### config.mk
export PLATFORM = sky130hd
export DESIGN_NAME = ssp_status_protect
export DESIGN_NICKNAME = d
export VERILOG_FILES = /design/src/verilog/ssp_pkg.sv /design/src/verilog/ssp_status_protect.sv
export VERILOG_INCLUDE_DIRS = /design/src /design/src/verilog
export SDC_FILE = /design/constraint.sdc
export NUM_CORES = 1
export LEC_CHECK = 0
export BUFFER_PORTS_ARGS = -buffer_cell sky130_fd_sc_hd__buf_2
export CAP_MARGIN = 5
export CORE_MARGIN = 4
export CORE_UTILIZATION = 55
export DETAILED_ROUTE_END_ITERATION = 6
export PLACE_DENSITY = 0.78
export SYNTH_ARGS = -nofsm -noshare
export SYNTH_HDL_FRONTEND = slang
export SYNTH_SLANG_ARGS = --single-unit
### constraint.sdc
create_clock -name mclk -period 4.5 [get_ports mclk]
set_clock_uncertainty 0.15 [all_clocks]
set_input_delay 0.225 -clock mclk [delete_from_list [all_inputs] [get_ports mclk]]
set_output_delay 0.225 -clock mclk [all_outputs]
set_load 0.005 [all_outputs]
### src/verilog/ssp_cfg.svh
// constants of the status and protection block
`ifndef SSP_CFG_SVH
`define SSP_CFG_SVH

// ****************************************
// command codes, msb first on the wire
// ****************************************
`define SSP_CMD_WRITE_ENABLE  8'h06
`define SSP_CMD_WRITE_DISABLE 8'h04
`define SSP_CMD_READ_STATUS   8'h05
`define SSP_CMD_WRITE_STATUS  8'h01
`define SSP_CMD_READ_CODE     8'h03
`define SSP_CMD_WRITE_CODE    8'h02

// ****************************************
// status byte field positions
// ****************************************
`define SSP_BIT_LOCK 7
`define SSP_BIT_BPHI 3
`define SSP_BIT_BPLO 2
`define SSP_BIT_LATCH 1
`define SSP_BIT_BUSY 0

// ****************************************
// protected range lower bounds, delivery state
// ****************************************
`define SSP_ADDR_W       13
`define SSP_PROT_QUARTER 13'h1800
`define SSP_PROT_HALF    13'h1000
`define SSP_NV_DELIVERY  1'b0

// ****************************************
// timing
// ****************************************
`define SSP_MCLK_MHZ   20
`define SSP_SELF_WRITE_US     5000
`define SSP_SELF_WRITE_CYCLES (`SSP_SELF_WRITE_US * `SSP_MCLK_MHZ)
`define SSP_TIMER_W    20

`endif

### src/verilog/ssp_pkg.sv
// types of the status and protection block
package ssp_pkg;

    // frame states, gray along command, data, end
    typedef enum logic [2:0] {
        SSP_IDLE = 3'h0,
        SSP_CMD  = 3'h1,
        SSP_DATA = 3'h3,
        SSP_END  = 3'h2,
        SSP_WAIT = 3'h6,
        SSP_POLL = 3'h7,
        SSP_IGN  = 3'h5
    } ssp_state_t;

    // serial pins as seen by the device
    typedef struct packed {
        logic chipSelN;
        logic serialClk;
        logic dataIn;
        logic writeProtN;
    } ssp_pins_t;

    // status byte layout
    typedef struct packed {
        logic       statusWriteLock;
        logic [2:0] zeroBits;
        logic       blockProtectHi;
        logic       blockProtectLo;
        logic       writeEnableLatch;
        logic       writeBusyFlag;
    } ssp_status_t;

endpackage

### src/verilog/ssp_status_protect.sv
// status byte and write protection of a serial eeprom
// Overview of operation
// - write disable clears the enable latch
// - command byte shifted, status read acted on at once, others at deselect
// - latch cleared by reset, disable, write ends
// - status read accepted even while busy
// - status byte repeats while select stays low
// - busy high during any write cycle
// - latch clear rejects array and status writes
// - block protect nonvolatile, refuses protected writes
// - block protect changes only outside hardware mode
// - lock plus low protect pin refuses status writes
// - status write needs latch set first
// - deselect exactly after data byte, else discard
// - deselect starts timed cycle and busy, latch clears when it ends
// - new protect bits land after cycle ends
// - bits six to four read zero
// - lock clear allows status write any pin
// - lock set obeys protect pin level
// - hardware mode entered in either order
// - only high protect pin leaves hardware mode
// - command codes, unknown code deselects device
// - block protect pair selects protected range
// - only write enable sets the latch
// - power up clears busy, latch, keeps nonvolatile; here they survive reset only, power-on loads the delivery state
`timescale 1ns/10ps
`include "ssp_cfg.svh"

module ssp_status_protect
    import ssp_pkg::*;
#(
    parameter int unsigned WRITE_CYCLES = `SSP_SELF_WRITE_CYCLES
) (
    // clock and reset
    input  wire logic                   mclk,
    input  wire logic                   nrst,
    // serial pins
    input  wire ssp_pins_t              pinIn,
    output logic                        dataOut,
    output logic                        dataOutEnN,
    // array write sequencer
    input  wire logic                   arrayWriteReq,
    input  wire logic [`SSP_ADDR_W-1:0] arrayAddr,
    output logic                        arrayProtected,
    output logic                        arrayWriteGo,
    // status view
    output ssp_status_t                 statusByte,
    output logic                        hwProtectedMode
);

    // ****************************************
    // pin synchronisers
    // ****************************************
    ssp_pins_t pinS1;
    ssp_pins_t pinS2;
    logic      csPrev;
    logic      clkPrev;

    // two stages; edges are taken from stage two only
    always_ff @(posedge mclk) begin
        pinS1   <= pinIn;
        pinS2   <= pinS1;
        csPrev  <= pinS2.chipSelN;
        clkPrev <= pinS2.serialClk;
    end

    logic sclkRise;
    logic sclkFall;
    logic csRise;
    assign sclkRise = pinS2.serialClk & ~clkPrev;
    assign sclkFall = ~pinS2.serialClk & clkPrev;
    assign csRise   = pinS2.chipSelN & ~csPrev;

    // ****************************************
    // frame decoding
    // ****************************************
    ssp_state_t phase;
    logic       armed;
    logic [2:0] bitCnt;
    logic [7:0] shiftIn;
    logic [7:0] cmdByte;
    logic [7:0] next_byte;
    logic       selected;

    assign next_byte = {shiftIn[6:0], pinS2.dataIn};
    assign selected  = armed & ~pinS2.chipSelN;

    // selection needs chip select seen high first after power up
    always_ff @(posedge mclk) begin
        if (!nrst) begin
            armed <= 1'b0;
        end else if (pinS2.chipSelN) begin
            armed <= 1'b1;
        end
    end

    // shift in command and data on the serial clock rise
    always_ff @(posedge mclk) begin
        if (!nrst) begin
            phase   <= SSP_IDLE;
            bitCnt  <= 3'h0;
            shiftIn <= 8'h00;
            cmdByte <= 8'h00;
        end else if (!selected) begin
            phase  <= SSP_IDLE;
            bitCnt <= 3'h0;
        end else if (sclkRise) begin
            case (phase)
                SSP_IDLE, SSP_CMD: begin
                    shiftIn <= next_byte;
                    bitCnt  <= bitCnt + 3'h1;
                    phase   <= SSP_CMD;
                    if (bitCnt == 3'h7) begin
                        cmdByte <= next_byte;
                        case (next_byte)
                            `SSP_CMD_WRITE_ENABLE:  phase <= SSP_WAIT;
                            `SSP_CMD_WRITE_DISABLE: phase <= SSP_WAIT;
                            `SSP_CMD_READ_STATUS:   phase <= SSP_POLL;
                            `SSP_CMD_WRITE_STATUS:  phase <= SSP_DATA;
                            default:                phase <= SSP_IGN;
                        endcase
                    end
                end
                SSP_DATA: begin
                    shiftIn <= next_byte;
                    bitCnt  <= bitCnt + 3'h1;
                    if (bitCnt == 3'h7) begin
                        phase <= SSP_END;
                    end
                end
                // any clock past the byte boundary discards the command
                SSP_WAIT, SSP_END: phase <= SSP_IGN;
                SSP_POLL: phase <= SSP_POLL;
                default:  phase <= SSP_IGN;
            endcase
        end
    end

    // ****************************************
    // write cycle and enable latch
    // ****************************************
    logic                    busy;
    logic                    enLatch;
    logic                    statusCycle;
    logic [`SSP_TIMER_W-1:0] timer;
    logic [7:0]              pendByte;
    // delivery state as power-on value; one writer only, so no initial process
    // limitation: a real part keeps these across power cycles, here only across reset
    logic                    nvLock = `SSP_NV_DELIVERY;
    logic [1:0]              nvBp   = {2{`SSP_NV_DELIVERY}};
    logic                    statusWrStart;
    logic                    cycleEnd;
    logic                    commitNv;
    logic                    execCmd;

    // lock with a low pin protects, pin high releases at once
    assign hwProtectedMode = nvLock & ~pinS2.writeProtN;
    assign execCmd       = csRise & (phase == SSP_WAIT);
    // refused silently while busy, latch clear or hardware mode
    assign statusWrStart = csRise & (phase == SSP_END) & enLatch & ~busy
                         & ~hwProtectedMode;
    assign cycleEnd  = busy & (timer == `SSP_TIMER_W'(1));
    assign commitNv  = cycleEnd & statusCycle;

    // protected range from the block protect pair
    always_comb begin
        case (nvBp)
            2'b01:   arrayProtected = (arrayAddr >= `SSP_PROT_QUARTER);
            2'b10:   arrayProtected = (arrayAddr >= `SSP_PROT_HALF);
            2'b11:   arrayProtected = 1'b1;
            default: arrayProtected = 1'b0;
        endcase
    end

    // a status write wins a tie, the array side retries
    assign arrayWriteGo = arrayWriteReq & enLatch & ~busy & ~arrayProtected
                        & ~statusWrStart;

    // busy timer, one cycle of either kind at a time
    always_ff @(posedge mclk) begin
        if (!nrst) begin
            busy        <= 1'b0;
            timer       <= '0;
            statusCycle <= 1'b0;
            pendByte    <= 8'h00;
        end else if (statusWrStart) begin
            busy        <= 1'b1;
            timer       <= `SSP_TIMER_W'(WRITE_CYCLES);
            statusCycle <= 1'b1;
            pendByte    <= shiftIn;
        end else if (arrayWriteGo) begin
            busy        <= 1'b1;
            timer       <= `SSP_TIMER_W'(WRITE_CYCLES);
            statusCycle <= 1'b0;
        end else if (busy) begin
            timer <= timer - `SSP_TIMER_W'(1);
            if (cycleEnd) begin
                busy <= 1'b0;
            end
        end
    end

    // enable latch; a set lands after clears in the same cycle
    always_ff @(posedge mclk) begin
        if (!nrst) begin
            enLatch <= 1'b0;
        end else begin
            if (cycleEnd) begin
                enLatch <= 1'b0;
            end
            if (execCmd && cmdByte == `SSP_CMD_WRITE_DISABLE) begin
                enLatch <= 1'b0;
            end
            if (execCmd && cmdByte == `SSP_CMD_WRITE_ENABLE) begin
                enLatch <= 1'b1;
            end
        end
    end

    // nonvolatile bits survive reset, loaded only at cycle end
    always_ff @(posedge mclk) begin
        if (commitNv) begin
            nvLock <= pendByte[`SSP_BIT_LOCK];
            nvBp   <= {pendByte[`SSP_BIT_BPHI], pendByte[`SSP_BIT_BPLO]};
        end
    end

    // ****************************************
    // status byte and serial output
    // ****************************************
    // other bits of the written byte are never stored
    assign statusByte = '{statusWriteLock:  nvLock,
                          zeroBits:         3'h0,
                          blockProtectHi:   nvBp[1],
                          blockProtectLo:   nvBp[0],
                          writeEnableLatch: enLatch,
                          writeBusyFlag:    busy};

    logic [2:0] outIdx;
    logic [7:0] outShift;

    // a fresh snapshot at each byte start keeps polling current
    always_ff @(posedge mclk) begin
        if (!nrst) begin
            dataOut    <= 1'b0;
            dataOutEnN <= 1'b1;
            outIdx     <= 3'h0;
            outShift   <= 8'h00;
        end else if (phase != SSP_POLL || !selected) begin
            dataOutEnN <= 1'b1;
            outIdx     <= 3'h0;
        end else if (sclkFall) begin
            dataOutEnN <= 1'b0;
            outIdx     <= outIdx + 3'h1;
            if (outIdx == 3'h0) begin
                dataOut  <= statusByte[7];
                outShift <= {statusByte[6:0], 1'b0};
            end else begin
                dataOut  <= outShift[7];
                outShift <= {outShift[6:0], 1'b0};
            end
        end
    end
endmodule

==> results of run 1 <==
-- kinds of logic after synthesis --
group	Yosys count	share of synthesized area (%)
XOR/XNOR	16	4.54
AO/OA/AOI/OAI	36	7.46
buffers and inverters	24	4.50
multiplexers	22	7.13
AND/OR/NAND/NOR	142	24.8
flip-flops	74	49.0
adder cells (fa/ha/maj)	6	2.43
other	1	0.121
-- power groups by stage --
stage               registers, W  logic [W]  clock network (W)
finish                  0.000667  0.0000256           0.000652
global route            0.000667  0.0000285           0.000688
CTS                     0.000667  0.0000256           0.000660
detailed placement      0.000682  0.0000228                  0
global placement        0.000682  0.0000226                  0
floorplan               0.000681  0.0000178                  0
-- layout by cell type (no fill, tap or decap), types with 3 or more instances in the layout --
cell type and n:
dfxtp_1 71, nor2_1 50, nand2_1 24, mux2i_1 22
buf_2 18, a21oi_1 13, xor2_1 12, nand3_1 11
clkbuf_8 9, nor2b_1 8, o21ai_0 7, nand2b_1 7
ha_1 6, inv_1 5, nand3b_1 5, nand4_1 4
nor3_1 4, or3_1 4, a311oi_1 4, xnor2_1 4
dlygate4sd3_1 4, nor4_1 3, and2_1 3, nand4b_1 3
a31oi_1 3, conb_1 3, bufinv_16 3, edfxtp_1 3
-- synthesized netlist by cell type (all sizes together) (3+ instances only) --
master	n	area share, %
clkbuf	4	0.49
a311oi	4	1.1
edfxtp	3	2.9
nand4b	3	0.85
ha	6	2.4
a31oi	3	0.61
or3	4	0.81
nor3	4	0.65
and2	4	0.89
nand4	4	0.81
xor2	12	3.4
nand2b	7	1.4
mux2i	22	7.1
buf	14	3.3
a21oi	15	2.7
o21ai	7	1.1
nor2	50	6.1
xnor2	4	1.1
nand3	11	1.8
nor4	5	1.7
or4b	3	0.97
nand3b	5	1.2
dfxtp	71	46
nor2b	8	1.6
inv	5	0.61
nand2	24	2.9
-- metal layers --
| metal | GRT usage [%] | wire length, µm | share of wire (%) | vias to the layer above |
|---|---|---|---|---|
| li1 | - | - | - | 1142 |
| met1 | 20.9 | 2690 | 47 | 1068 |
| met2 | 28.9 | 2610 | 46 | 61 |
| met3 | 4.66 | 285 | 5.0 | 9 |
| met4 | 7.88 | 80 | 1.4 | 0 |
| met5 | 0 | 0 | 0 | - |
-- stage by stage --
step | setup WS (ps) | util [%] | hold slack [ps] | cell area [µm²]
5_1_grt | 2010 | 63.3 | 43.3 | 3470
3_3_place_gp | 2280 | 57.8 | 160 | 3170
6_report | 2100 | 63.3 | 32.8 | 3470
4_1_cts | 2090 | 63.3 | 21.3 | 3470
2_1_floorplan | 2670 | - | 103 | 3090
3_5_place_dp | 2260 | 57.8 | 164 | 3170
-- worst reg2reg max path: stages, from the launching register on --
cell and delay [ps]:
dfxtp_1 350, ha_1 150, ha_1 160, nor4bb_1 500, nand3b_1 490, mux2i_1 310
nor2_1 60
-- cell type report --
| type | instances | area (µm²) | area share [%] |
|---|---|---|---|
| flip-flops and latches | 74 | 1510 | 43.6 |
| multi-input cells | 225 | 1440 | 41.7 |
| clock buffers | 10 | 149 | 4.30 |
| repair buffers | 23 | 138 | 3.97 |
| clock inverters | 6 | 111 | 3.21 |
| well taps | 72 | 90.1 | 2.60 |
| inverters | 6 | 22.5 | 0.650 |
-- worst max path at each step --
stage	slack [ps]	endpoint
final	2100	arrayWriteGo
after detailed placement	2260	cmdByte[3]$_SDFFE_PN0P_
after floorplan	2670	timer[19]$_SDFFE_PP0P_
after CTS	2090	arrayWriteGo
after global placement	2280	timer[6]$_SDFFE_PP0P_
after global routing	2010	arrayWriteGo
-- sequential cells by signal, summed over array words and instances, names as in the netlist --
signal,count
outShift,7
next_byte,1
armed,1
clkPrev,1
nvLock,1
bitCnt,3
pendByte,3
busy,1
pinS1,4
shiftIn,8
csPrev,1
timer,20
enLatch,1
dataOut,1
outIdx,3
pinS2,3
dataOutEnN,1
cmdByte,8
phase,3
nvBp,2
statusCycle,1
-- repair_timing --
item,in CTS,in global routing
endpoints found under the setup margin,0,0
hold buffers,4,0
hold endpoints to repair,4,0
==> impl_metrics.toml, run 1 <==
[status]
status = "finished clean"

[cts]
cts_buffers = 9
clk-insertion-delay-late_ps = 350
h-tree-depth = 3
clock-sinks = 74
root_buffer = "clkbuf_8"
post_cts_buffers = 0
cts.reportedPaths.clkPinSlew_ps = 70
max-clock-path-buffers = 2
tritoncts = "built"
cts_resized = 0

[critical_path]
crit_buf_inv = 1
reg2regPathDepth = 6
cp_slowest_cell = "or4b_1"
critical_path.max_stage_delay_ps = 700
crit_arrival_ps = 2020
crit_cells = 4
path_class = "flip-flop to output port"
r2r-start = "bitCnt[0]$_SDFFE_PN0P_"
critPathLaunchType = "flip-flop"
r2r_end = "cmdByte[2]$_SDFFE_PN0P_"
crit_chain = "nand4bb_1 > or4b_1 > nor2b_1 > buf_2"
cp_max_fo = 8
ff2ff_setup_slack_ps = 2190
cp-startpoint = "phase[1]$_SDFFE_PN0P_"
path_delay_family = "simple AND/OR/NAND/NOR gates"
cp.required_ps = 4120
worstSetupEndpointType = "output port"

[route]
viasPerCell = 5.48
drc = 0
first_iter_violations = 125
detail-route-antenna-nets = 0
dr.pass1.iters = 4
routedWlPerCell_um = 13.6
routed_wl_um = 5660
via_count = 2280

[place]
gp_congestion = 0.796
dp.cells = 396
dp_hpwl_um = 3820
io_buffers = 18

[pwr]
share_comb_of_total_power_pct = 1.9
p_leak_nw = 1.44
max-vdd-ir-drop_uv = 270
clockPowerShare_pct = 48.5
powerDensity_mw_per_mm2 = 388
power_w = 0.00134
power.switching_w = 0.000269
p_int_w = 0.00108
power_switching_share_pct = 20.0
seqPwrFrac_pct = 49.6

[sta]
fmax_ghz = 0.418
hold_viol = 0
setup_viol_count_final = 0
finalCriticalPeriod_ps = 2400
worst_pin_slew_ps = 1010
maxSlewHeadroom_pct = 32.4
report.final.slew_viol_count = 0
setup_tns_ps = 0
fin_crit_sh_pct = 53.2
rsz0062_at_grt = "false"

[min_path]
min_path_cells = 3
min_path_type = "primary input to flip-flop"
worstHoldEndpoint = "enLatch$_SDFFE_PN0P_"
min_from = "nrst"

[grt]
track_usage_pct = 17.4
grt_pass1_vias = 2242
grt_pass1_wl_um = 9940
grt_max_degree = 37
grt_antenna_before_repair = 0
grt-ovfl-total = 0

[logic_synthesis]
avgSynthCellArea_um2 = 9.62
netlist_instances = 321
yosysUniqueCellTypes = 49
yosys_most_used_dff = "dfxtp_1"
synth_edf_count = 3
yosysSeqAreaShare_pct = 49.0
ys_warn_count = 0
synth_seq_cells = 74
synth-async-reset-ratio_pct = 0
netlist_area_mm2 = 0.00309

[floorplanning]
die_area_mm2 = 0.00687
rows = 27
die_h_um = 82.9
start_util_pct = 56.4
pin_count = 33
core_mm2 = 0.00547
die_x_um = 82.9

[layout]
nFillCells = 448
stdcell_count = 416
n_antenna_cell = 0
drive_above_1_share_pct = 12.5
areaGrowthSynthToFinish_pct = 12.3
fin_nets = 365

[flow_run]
cap_violations = 0
Note: power is estimated with default switching activity, not from simulation.
==> inputs of run 2 (changes only) <==
--- a/config.mk
+++ b/config.mk
@@ -9,7 +9,7 @@
 export BUFFER_PORTS_ARGS = -buffer_cell sky130_fd_sc_hd__buf_2
 export CAP_MARGIN = 5
 export CORE_MARGIN = 4
-export CORE_UTILIZATION = 55
+export CORE_UTILIZATION = 52
 export DETAILED_ROUTE_END_ITERATION = 6
 export PLACE_DENSITY = 0.78
 export SYNTH_ARGS = -nofsm -noshare
==> constraint.sdc (replaced) <==
create_clock -name mclk -period 2 [get_ports mclk]
set_clock_uncertainty 0.15 [all_clocks]
set_input_delay 0.1 -clock mclk [delete_from_list [all_inputs] [get_ports mclk]]
set_output_delay 0.1 -clock mclk [all_outputs]
set_load 0.005 [all_outputs]
==> run 2 against run 1 <==
  * Die area is 5.2% higher
  * Highest routed layer unchanged
  * Critical endpoint unchanged
  * Combinational power rose to 2.7 times the previous value
  * First-iteration DRC count grew 38%
  * Power is 110% higher
  * Clock power increased by 87%
==> impl_metrics.toml, run 2 (synthesis gave the netlist of run 1 again) <==
[pwr]
powerDensity_mw_per_mm2 = 769
max-vdd-ir-drop_uv = 418
p_leak_nw = 1.53
power_w = 0.00279

[layout]
reg.largest.list = "timer (20), cmdByte (8), shiftIn (8)"
areaGrowthSynthToFinish_pct = 17.4
drive_above_1_share_pct = 19.2
n_antenna_cell = 0
final_cell_mix = "68 x dfxtp_1, 50 x nor2_1, 24 x nand2_1, 22 x mux2i_1, 19 x buf_4"
nFillCells = 438
stdcell_count = 436
final_util_pct = 64.2
final_common_cell = "dfxtp_1"
largest_register_ffs = 20
fin_nets = 385
regMostFlops = "timer"

[route]
dr.pass1.iters = 4
first_iter_violations = 173
drc = 0
routedWlPerCell_um = 13.0
via_count = 2317
detail-route-antenna-nets = 0
routed_wl_um = 5660
viasPerCell = 5.31

[sta]
finalCriticalPeriod_ps = 1950
hold_viol = 0
rsz0062_at_grt = "true"
hold-worst-slack_ps = 56.6
report.final.slew_viol_count = 0
setup_viol_count_final = 0
fin_crit_sh_pct = 97.4
fmax_ghz = 0.513

[grt]
grt_max_degree = 34
grt-ovfl-total = 0
grt_antenna_before_repair = 0
track_usage_pct = 17.5
grt_pass1_vias = 2273
grt_pass1_wl_um = 10200

[place]
dp_hpwl_um = 3930
io_buffers = 18
gp_congestion = 0.818
dp.cells = 413

[cts]
clock-sinks = 74
tritoncts = "built"
h-tree-depth = 3
root_buffer = "clkbuf_8"
cts_buffers = 9
clk-insertion-delay-late_ps = 340
max-clock-path-buffers = 2
cts.reportedPaths.clkPinSlew_ps = 80

[critical_path]
crit_arrival_ps = 1700
path_class = "flip-flop to output port"
cp.required_ps = 1750
worstSetupEndpointType = "output port"
critPathLaunchType = "flip-flop"
cp_max_fo = 5

[status]
status = "finished clean"

[floorplanning]
die_x_um = 85.0
start_util_pct = 54.7
core_mm2 = 0.00564
rows = 27
die_area_mm2 = 0.00723
pin_count = 33
die_h_um = 85.0

[flow_run]
cap_violations = 0

[min_path]
min_path_type = "primary input to flip-flop"
run 2: layer usage:
layer  wire [µm]  track usage (%)
met3         281             4.37
met5           0                0
met2        2590             27.0
met1        2750             23.1
met4          42             7.63
run 2: power breakdown:
group	total [W]	internal [W]	switching [W]
Combinational	0.0000697	0.0000324	0.0000373
Clock	0.00122	0.000682	0.000534
Sequential	0.00150	0.00149	0.00000669
run 2: worst paths after layout:
check | startpoint | to | slack [ps] | cells past startpoint
hold / removal | arrayWriteReq | statusCycle$_SDFFE_PN0P_ | 60 | 4
hold reg to reg | pinS1[3]$_DFF_P_ | pinS2[3]$_DFF_P_ | 180 | 0
setup reg to reg | busy$_SDFF_PN0_ | timer[17]$_SDFFE_PP0P_ | 110 | 4
setup / recovery | phase[0]$_SDFFE_PN0P_ | arrayWriteGo | 50 | 4
run 2: critical path, cell delays in order, from the launching register on:
cell and delay (ps):
dfxtp_2 340, nand4bb_4 210, or4b_4 540, nor2b_1 150, buf_2 120
run 2: cell type report:
cell class	count	area [µm²]	area share [%]
clock buffer	13	169	4.66
timing repair buffer	43	303	8.36
tap	72	90.1	2.49
clock inverter	3	46.3	1.28
multi-input combinational	225	1480	40.8
inverter	6	22.5	0.622
sequential	74	1520	41.8
run 2: timing repair:
item                                   CTS  global route
endpoints found under the hold margin    8             0
pin swaps                                1             1
buffers inserted                         2             0
hold buffers                             5             0
gates resized for setup                  5             4
setup endpoints to repair                1             6
run 2: per-stage QoR:
stage	setup slack [ps]	area, µm²	setup TNS, ps
2_1_floorplan	174	3090	0
3_3_place_gp	131	3310	0
3_5_place_dp	110	3310	0
4_1_cts	8.71	3610	0
5_1_grt	-17.5	3620	-17.5
6_report	52.1	3620	0
